$ cat src/verilog/ira_consts.svh
// Constants for the indexed register access front end
`ifndef IRA_CONSTS_SVH
`define IRA_CONSTS_SVH

`define IRA_ADDR_POINTER 10'h3E0
`define IRA_ADDR_DATA 10'h3E1
`define IRA_PTR_RESET 8'h00
`define IRA_LOC_LSB 0
`define IRA_LOC_MSB 5
`define IRA_SLOT_BIT 6
`define IRA_CHIP_BIT 7
`define IRA_SLOT_B_OFFSET 8'h40
`define IRA_IDX_REVISION 6'h00
`define IRA_IDX_CTRL_FIRST 6'h01
`define IRA_IDX_CTRL_LAST 6'h07
`define IRA_IDX_IOWIN_FIRST 6'h08
`define IRA_IDX_IOWIN_LAST 6'h0F
`define IRA_IDX_MEM0_BASE 6'h10
`define IRA_IDX_MEM1_BASE 6'h18
`define IRA_IDX_MEM2_BASE 6'h20
`define IRA_MEM_GROUP_LEN 6'h06
`define IRA_IDX_MISC1 6'h16
`define IRA_IDX_WRBUF 6'h17
`define IRA_IDX_MISC2 6'h1E
`define IRA_IDX_CHIPINFO 6'h1F
`define IRA_STORE_DEPTH 128
`define IRA_REVISION_VALUE 8'h5A

`endif

$ cat src/verilog/ira_pkg.sv
// Types for the indexed register access front end
package ira_pkg;
	typedef enum logic [2:0] {
		IRA_GRP_NONE = 3'h0,
		IRA_GRP_CHIP = 3'h1,
		IRA_GRP_CTRL = 3'h3,
		IRA_GRP_IOWIN = 3'h2,
		IRA_GRP_MEMWIN = 3'h6,
		IRA_GRP_EXT = 3'h7
	} ira_group_t;
endpackage

$ cat src/verilog/ira_index_decode.sv
// Decoder from an 8-bit pointer to a register group and store slot
`include "ira_consts.svh"
module ira_index_decode
	import ira_pkg::*;
(
	input wire logic [7:0] pointer,
	input wire logic chipId,
	output ira_pkg::ira_group_t group,
	output logic [6:0] storeAddr,
	output logic hit
);
	logic [5:0] loc;
	logic slotB;
	logic chipMatch;
	logic [5:0] memRel;

	always_comb begin
		// Location, slot and chip fields
		loc = pointer[`IRA_LOC_MSB:`IRA_LOC_LSB];
		slotB = pointer[`IRA_SLOT_BIT];
		chipMatch = (pointer[`IRA_CHIP_BIT] == chipId);
		memRel = 6'h00;
		group = IRA_GRP_NONE;
		// Per-slot registers sit 40h higher for slot B
		storeAddr = {slotB, loc};
		if (loc == `IRA_IDX_REVISION) begin
			// One chip-wide copy only
			group = slotB ? IRA_GRP_NONE : IRA_GRP_CHIP;
			storeAddr = {1'b0, loc};
		end else if (loc >= `IRA_IDX_CTRL_FIRST && loc <= `IRA_IDX_CTRL_LAST) begin
			group = IRA_GRP_CTRL;
		end else if (loc >= `IRA_IDX_IOWIN_FIRST && loc <= `IRA_IDX_IOWIN_LAST) begin
			group = IRA_GRP_IOWIN;
		end else if (loc == `IRA_IDX_MISC1 || loc == `IRA_IDX_WRBUF) begin
			group = IRA_GRP_EXT;
		end else if (loc == `IRA_IDX_MISC2 || loc == `IRA_IDX_CHIPINFO) begin
			group = slotB ? IRA_GRP_NONE : IRA_GRP_CHIP;
			storeAddr = {1'b0, loc};
		end else begin
			if (loc >= `IRA_IDX_MEM2_BASE) begin
				memRel = loc - `IRA_IDX_MEM2_BASE;
			end else if (loc >= `IRA_IDX_MEM1_BASE) begin
				memRel = loc - `IRA_IDX_MEM1_BASE;
			end else begin
				memRel = loc - `IRA_IDX_MEM0_BASE;
			end
			if (loc >= `IRA_IDX_MEM0_BASE && memRel < `IRA_MEM_GROUP_LEN) begin
				group = IRA_GRP_MEMWIN;
			end
		end
		hit = chipMatch && (group != IRA_GRP_NONE);
	end
endmodule

$ cat src/verilog/ira_top.sv
// Pointer and data port pair giving indexed access to internal registers
//
// How it works
// Pointer bits 5:0 pick one of 64 locations per slot.
// Pointer bit 6 picks slot A (0) or slot B (1).
// Pointer bit 7 is chip select; only own chip half answers.
// Data port at 3E1h reads or writes the pointed register.
// Index space has 256 locations, 64 per slot.
// Pointers 00h-3Fh hit slot A, 40h-7Fh hit slot B.
// Pointer reads back on chip 0; chip 1 drives only upper byte.
// Host must avoid reserved locations; they select no register.
// Control and status group at 01h-07h and 41h-47h.
// I/O window address bytes at 08h-0Fh and 48h-4Fh.
// Memory windows 0-2 are six-byte groups at 10h, 18h, 20h.
// Misc control 1 and write buffer control at 16h/17h, 56h/57h.
// Revision, 1Eh and 1Fh exist once per chip, no slot B copy.
// Pointer clears to zero on reset.
// Pointer register decoded at I/O address 3E0h.
// Slot B index equals slot A index plus 40h.
`include "ira_consts.svh"
module ira_top
	import ira_pkg::*;
#(
	parameter int ADDR_W = 10,
	parameter int DEPTH = `IRA_STORE_DEPTH
)
(
	input wire logic sys_clk,
	input wire logic rst,
	input wire logic chipId,
	input wire logic [ADDR_W-1:0] ioAddr,
	input wire logic ioRead,
	input wire logic ioWrite,
	input wire logic busWide,
	input wire logic [15:0] ioWrData,
	output logic [15:0] ioRdData,
	output logic ioRdLowEn,
	output logic ioRdHighEn,
	output logic [7:0] pointerOut,
	output ira_pkg::ira_group_t selGroup,
	output logic selHit
);
	import ira_pkg::*;

	// ==========================================
	// Address decode
	logic pointerSel;
	logic dataSel;
	logic wideSel;
	ira_group_t grp;
	logic [6:0] storeAddr;
	logic hit;

	always_comb begin
		// pointer at 3E0h
		pointerSel = (ioAddr == ADDR_W'(`IRA_ADDR_POINTER));
		// data port at 3E1h
		dataSel = (ioAddr == ADDR_W'(`IRA_ADDR_DATA));
		// A 16-bit access at 3E0h covers both ports
		wideSel = pointerSel && busWide;
	end

	// ==========================================
	// Pointer register
	logic [7:0] pointer_reg;
	logic [7:0] pointer_next;

	always_comb begin
		pointer_next = pointer_reg;
		if (ioWrite && pointerSel) begin
			pointer_next = ioWrData[7:0];
		end
	end

	always_ff @(posedge sys_clk) begin
		// pointer clears on reset
		if (rst) begin
			pointer_reg <= `IRA_PTR_RESET;
		end else begin
			pointer_reg <= pointer_next;
		end
	end

	// ==========================================
	// Index decode
	// location map
	ira_index_decode u_decode (
		.pointer(pointer_reg),
		.chipId(chipId),
		.group(grp),
		.storeAddr(storeAddr),
		.hit(hit)
	);

	// ==========================================
	// Register store
	logic [7:0] store_reg [DEPTH];
	logic dataWr;
	logic [7:0] dataWrByte;

	always_comb begin
		// reserved codes and other chip write nothing
		dataWr = ioWrite && (dataSel || wideSel) && hit && (grp != IRA_GRP_CHIP || storeAddr != 7'h00);
		dataWrByte = wideSel ? ioWrData[15:8] : ioWrData[7:0];
	end

	always_ff @(posedge sys_clk) begin
		// data write goes to pointed register
		if (rst) begin
			for (int i = 0; i < DEPTH; i++) begin
				store_reg[i] <= 8'h00;
			end
		end else if (dataWr) begin
			store_reg[storeAddr] <= dataWrByte;
		end
	end

	// ==========================================
	// Read path
	logic [7:0] dataByte;
	logic rdLow;
	logic rdHigh;
	logic [15:0] rdData_next;
	logic [15:0] rdData_reg;

	always_comb begin
		dataByte = 8'h00;
		if (hit) begin
			dataByte = (grp == IRA_GRP_CHIP && storeAddr == 7'h00) ? `IRA_REVISION_VALUE : store_reg[storeAddr];
		end
		// pointer readback only for chip 0
		rdLow = ioRead && ((pointerSel && !chipId) || (dataSel && hit));
		rdHigh = ioRead && wideSel && hit;
		rdData_next = 16'h0000;
		if (pointerSel) begin
			rdData_next = {wideSel ? dataByte : 8'h00, chipId ? 8'h00 : pointer_reg};
		end else if (dataSel) begin
			rdData_next = {8'h00, dataByte};
		end
	end

	always_ff @(posedge sys_clk) begin
		if (rst) begin
			rdData_reg <= 16'h0000;
		end else if (ioRead) begin
			rdData_reg <= rdData_next;
		end
	end

	always_comb begin
		ioRdData = rdData_reg;
		ioRdLowEn = rdLow;
		ioRdHighEn = rdHigh;
		pointerOut = pointer_reg;
		selGroup = grp;
		selHit = hit;
	end
endmodule

$ cat config.mk
export PLATFORM = sky130hd
export DESIGN_NAME = ira_top
export DESIGN_NICKNAME = d
export VERILOG_FILES = /design/src/verilog/ira_pkg.sv /design/src/verilog/ira_index_decode.sv /design/src/verilog/ira_top.sv
export VERILOG_INCLUDE_DIRS = /design/src /design/src/verilog
export SDC_FILE = /design/constraint.sdc
export NUM_CORES = 1
export LEC_CHECK = 0
export ABC_CLOCK_PERIOD_IN_PS = 4000
export BUFFER_PORTS_ARGS = -buffer_cell sky130_fd_sc_hd__buf_2
export CAP_MARGIN = 15
export CORE_ASPECT_RATIO = 0.5
export CORE_MARGIN = 2
export CORE_UTILIZATION = 55
export CTS_CLUSTER_SIZE = 25
export DETAILED_ROUTE_END_ITERATION = 8
export HOLD_SLACK_MARGIN = 0.03
export PLACE_DENSITY = 0.71
export SLEW_MARGIN = 25
export SYNTH_ARGS = -nofsm -noshare
export SYNTH_HDL_FRONTEND = slang
export SYNTH_HIERARCHICAL = 1
export SYNTH_SLANG_ARGS = --single-unit
$ cat constraint.sdc
create_clock -name sys_clk -period 4 [get_ports sys_clk]
set_input_delay 0.4 -clock sys_clk [delete_from_list [all_inputs] [get_ports sys_clk]]
set_output_delay 0.4 -clock sys_clk [all_outputs]
set_load 0.005 [all_outputs]
# After elaboration in Yosys (flattened, before gate mapping)

Memories as Yosys holds them, arrays and structs flattened.
Index checks and enable logic that the tools add are counted.

Flip-flop bits (word level): 24
RAM bits: 1,024
Input port bits: 32
Output and inout bits: 30
Word-level logic and storage cells: 83
Memories: 1

Memories:

| memory    | words | width | rd ports | clocked after Yosys merged registers in | wr ports | line          | text |
|---|---|---|---|---|---|---|---|
| store_reg | 128   | 8     | 1        | 0                                       | 128      | ira_top.sv:97 | `logic [7:0] store_reg [DEPTH];` |

Add/subtract/negate cells: 3
Order comparisons: 8
Equal/unequal tests: 9
Mux-type cells: 34
Reductions and logical operators: 26

Operator list:

| operator             | number |
|---|---|
| $mux 8               | 7 |
| $mux 6               | 7 |
| $mux 7               | 6 |
| $eq 6x5->1 const B   | 4 |
| $eq 10x10->1 const B | 2 |
| $mux 3               | 6 |
| $mux 16              | 1 |
| $logic_and 1x1->1    | 15 |
| $ge 6x5->1 const B   | 2 |
| $sub 6x5->6 const B  | 2 |
| $reduce_or 8->1      | 1 |
| $logic_not 7->1      | 1 |
| $mux 1               | 7 |
| $reduce_bool 7->1    | 1 |
| $ge 6x1->1 const B   | 1 |
| $ge 6x4->1 const B   | 1 |
| $ge 6x6->1 const B   | 1 |
| $le 6x3->1 const B   | 1 |
| $le 6x4->1 const B   | 1 |
| $logic_not 6->1      | 1 |
| $lt 6x3->1 const B   | 1 |
| $sub 6x6->6 const B  | 1 |
| $logic_or 1x1->1     | 5 |
| $eq 3x1->1 const B   | 1 |
| other kinds (4)      | 4 |

# Logic depth before layout (Yosys ltp)

Depth in word-level cells: 25
Gate-level depth with buffers: 14
Depth with buffers taken out: 13

# Modules after synthesis

Netlist, hierarchy kept.

By module, submodules not included:

| module           | instances | cells an instance | area an instance (µm²) | seq. area each (µm²) |
|---|---|---|---|---|
| ira_top          | 1         | 3,428             | 46,189.3               | 31,230.0 |
| ira_index_decode | 1         | 48                | 341.6                  | 0.0 |

# Least setup slack after synthesis

Ideal clock, no wire load.

Kind: register to register
Start: register pointer_reg[4], in the netlist pointerOut[4]
End: memory store_reg[85][0], enable pin
Library setup time: 0.329 ns
Data arrival time: 3.007 ns
Data required time: 3.671 ns
Setup slack: 0.664 ns
Stages on the path, launching flop included: 14
Buffers on the path: 1
Period minus slack after synthesis: 3.336 ns
Cell sequence: dfxtp_1 > inv_1 > ha_1 > o21ai_0 > o221ai_1 > a211oi_2 > o31a_1 > o21a_1 > and3_1 > nand2_2 > nor3_2 > buf_4 > nand2_1 > nand2_1

RTL lines:

| what                   | line          | text |
|---|---|---|
| from (decl)            | ira_top.sv:65 | `logic [7:0] pointer_reg;` |
| from (signal assigned) | ira_top.sv:78 | `` pointer_reg <= `IRA_PTR_RESET; `` |
| from (signal assigned) | ira_top.sv:80 | `pointer_reg <= pointer_next;` |
| to (decl)              | ira_top.sv:97 |  |

==> results.ini <==
[global_route]
grt_pass1_vias = 29750
grt.total_usage = 0.2991
grt_pass1_wl_mm = 192.5
antenna_found_initial = 5
grt_max_degree = 93
overflow = 0

[sta]
hold_viol = 0
rsz0062_at_grt = true
finalWorstSetupSlack_ns = 0.2050
setup_tns_ns = 0
finClkSkew_ns = 0.02667
tightest_slew_ns = 1.197
max_freq_ghz = 0.2635
period_share = 0.9488
setup_viol_count_final = 0
timing.final.max_slew_violations = 0
maxSlewHeadroom = 0.2020
period_needed_ns = 3.795

[finish]
drive_above_1_share = 0.1752
fin_util = 0.6175
largest_reg_flops = 1024
final_area_mm2 = 0.05175
syn2layout_area_growth_pct = 11.22
final_cells = 4703
nNetsFinal = 3544
fill_cells = 6128

[critical_path]
crit_path_start = pointerOut[5]$_SDFFE_PP0P_
critPathKind = reg2reg
crit_path_frequent_cell = nand2_1
critical-path-top-delay-family = simple AND/OR/NAND/NOR gates
crit_buf_inv = 3
crit_chain = inv_1 > ha_1 > a31o_1 > o211a_1 > buf_4 > inv_1 > nand2_1 > nor2_1 > nand2_1 > nand2_1
start_kind = register
critPathMaxFanout = 11
cp.arrival_ns = 4.14
cp-end-kind = register
crit_slowest_cell = nor2_1
reg2reg_from = pointerOut[5]$_SDFFE_PP0P_
cpPeakStageDelay_ns = 0.68
worstPathRequired_ns = 4.34

[run_status]
outcome = completed

[logic_synthesis]
synth_area_mm2 = 0.04653
ys.flop_type = edfxtp_1
yosys_register_bits = 1048
async_flop_share = 0
netlist_instances = 3476
synth_nets = 3514
syn_area_per_cell_um2 = 13.39
ys_warn_count = 6
ys_types = 77
seq_area_frac_synth = 0.6712
synth-edff-count = 1024

[placed_design]
placed_cell_area_mm2 = 0.04845
dpl.hpwl_mm = 83.67
port_buffers = 61
dp_slack_ns = 0.2247
place.gp.congestion = 0.9567
placedCellCount = 4522

[clocking]
root_buffer = clkbuf_16
cts_max_level = 3
cts_buffer_depth = 3
clk_pin_slew_ns = 0.06
insertion_delay_ns = 0.71
clkSinkCount = 1048
cts_buffers = 94
cts_tree = done

[pwr]
cellLeakagePower_nw = 18.07
power_density_mw_per_mm2 = 445.9
vdd_ir_drop_max_mv = 0.3476

[floorplanning]
core-area_mm2 = 0.08380
die_area_mm2 = 0.08709
die_h_um = 209.7
rows = 75
ios = 62
initial_core_util = 0.5553
fp.dieW_um = 415.3

[detailed_routing]
firstDrtPassIters = 6
wl_per_cell_um = 27.53
drtIter0Drc = 4522
drcViolationCount = 0
ant_nets = 0
via_per_inst = 6.483
drt_wl_total_mm = 129.5
num_vias = 30490

[min_path]
hold_path_startpoint = ioWrData[5]
holdCritPathClass = in2reg

[run]
maxCapViolCount = 0

==> stage by stage <==
stage | hold WS, ns | total power [W]
3_3_place_gp | 0.4380 | 0.01369
5_1_grt | 0.06458 | 0.02358
6_report | 0.07377 | 0.02308
4_1_cts | 0.03966 | 0.02309
3_5_place_dp | 0.4455 | 0.01372
2_1_floorplan | 0.4487 | 0.01330
==> area by class of cell <==
cell class | count | area [um^2] | area share
Clock buffer | 112 | 2472 | 0.04778
Tap cell | 1116 | 1396 | 0.02698
Inverter | 17 | 71.32 | 0.001378
Sequential cell | 1048 | 31240 | 0.6037
Timing Repair Buffer | 207 | 1912 | 0.03694
Antenna cell | 3 | 7.507 | 0.0001451
Clock inverter | 62 | 719.4 | 0.01390
Multi-Input combinational cell | 2138 | 13930 | 0.2692
==> cells in the mapped netlist (4+ instances only) <==
| cell type | number | area share |
|---|---|---|
| a21oi_1 | 45 | 0.0048 |
| a31oi_1 | 8 | 0.0011 |
| mux2_2 | 63 | 0.015 |
| o22ai_1 | 39 | 0.0052 |
| buf_4 | 21 | 0.0034 |
| a221oi_1 | 58 | 0.011 |
| buf_2 | 175 | 0.019 |
| dfxtp_1 | 24 | 0.010 |
| clkbuf_1 | 52 | 0.0042 |
| nor2b_1 | 8 | 0.0011 |
| o211ai_1 | 14 | 0.0023 |
| and3b_1 | 7 | 0.0013 |
| a22oi_1 | 43 | 0.0069 |
| mux2i_1 | 95 | 0.020 |
| nand3_1 | 21 | 0.0023 |
| nand2b_1 | 5 | 0.00067 |
| a222oi_1 | 4 | 0.00086 |
| nand4_1 | 12 | 0.0016 |
| nor3_1 | 21 | 0.0023 |
| a221o_1 | 9 | 0.0019 |
| o21ai_0 | 27 | 0.0029 |
| inv_2 | 4 | 0.00032 |
| o221ai_1 | 16 | 0.0030 |
| a32oi_1 | 4 | 0.00075 |
| nor3_2 | 7 | 0.0015 |
| nor2_1 | 1083 | 0.087 |
| mux4_2 | 162 | 0.078 |
| inv_1 | 12 | 0.00097 |
| edfxtp_1 | 1024 | 0.66 |
| nand2_1 | 294 | 0.024 |
| and2_1 | 6 | 0.00081 |
| buf_6 | 15 | 0.0036 |
| and3_1 | 10 | 0.0013 |
| a22o_1 | 6 | 0.0011 |
| buf_1 | 6 | 0.00048 |
| ha_1 | 6 | 0.0016 |
==> worst reg2reg max path, stage by stage, from the launching register on <==
cell and delay [ns]:
dfxtp_1 0.39, inv_1 0.10, ha_1 0.28, a31o_1 0.27, o211a_1 0.24, buf_4 0.21, inv_1 0.12, nand2_1 0.40
nor2_1 0.69, nand2_1 0.36, nand2_1 0.39
==> routing by layer <==
metal,vias up,global-route usage,routed length (um)
li1,12892,-,-
met1,15199,0.4044,47900
met2,2070,0.4632,59230
met3,329,0.07995,16490
met4,0,0.1279,5882
met5,-,0,0
==> kinds of logic (layout without fill, tap and decap cells) <==
family | count (synthesis) | count (layout) | share of synthesized area
DFF | 1048 | 1048 | 0.6712
other | 0 | 3 | 0
muxes | 324 | 324 | 0.1160
xor gates and xnor gates | 1 | 1 | 0.0001883
AOI/OAI and AO/OA | 309 | 309 | 0.04897
adders and majority gates | 6 | 6 | 0.001613
buffers and inverters | 290 | 398 | 0.03350
and+or+nand+nor | 1498 | 1498 | 0.1285
==> power breakdown <==
| part | internal [W] | switching (W) |
|---|---|---|
| Combinational | 0.000252 | 0.000622 |
| Clock | 0.00540 | 0.00416 |
| Sequential | 0.0125 | 0.000170 |
| Total | 0.0181 | 0.00495 |
==> worst paths after layout <==
kind / end / slack [ns] / depth (start not counted)
worst min register to register: ioRdData[10]$_SDFFE_PP0P_ / 0.46 / 2
worst min-delay path: pointerOut[5]$_SDFFE_PP0P_ / 0.07 / 3
worst max-delay path: store_reg[62][6]$_SDFFCE_PN0P_ / 0.20 / 10
worst max register to register: store_reg[62][6]$_SDFFCE_PN0P_ / 0.20 / 10
==> cell usage in the layout (no fill, tap or decap), types with 39 or more instances in the layout <==
cell type	instances
a221oi_1	58
edfxtp_1	1024
o22ai_1	39
buf_12	40
buf_2	61
clkbuf_16	96
mux2_2	63
nor2_1	1083
mux2i_1	87
a21oi_1	45
a22oi_1	43
mux4_2	162
nand2_1	281
buf_4	102
==> repair_timing <==
item	in CTS	in global routing
setup endpoints to repair	0	138
hold endpoints to repair	4	0
gates resized for setup	0	18
buffers inserted	0	0
hold buffers	4	0
Note: power is estimated with default switching activity, not from simulation.
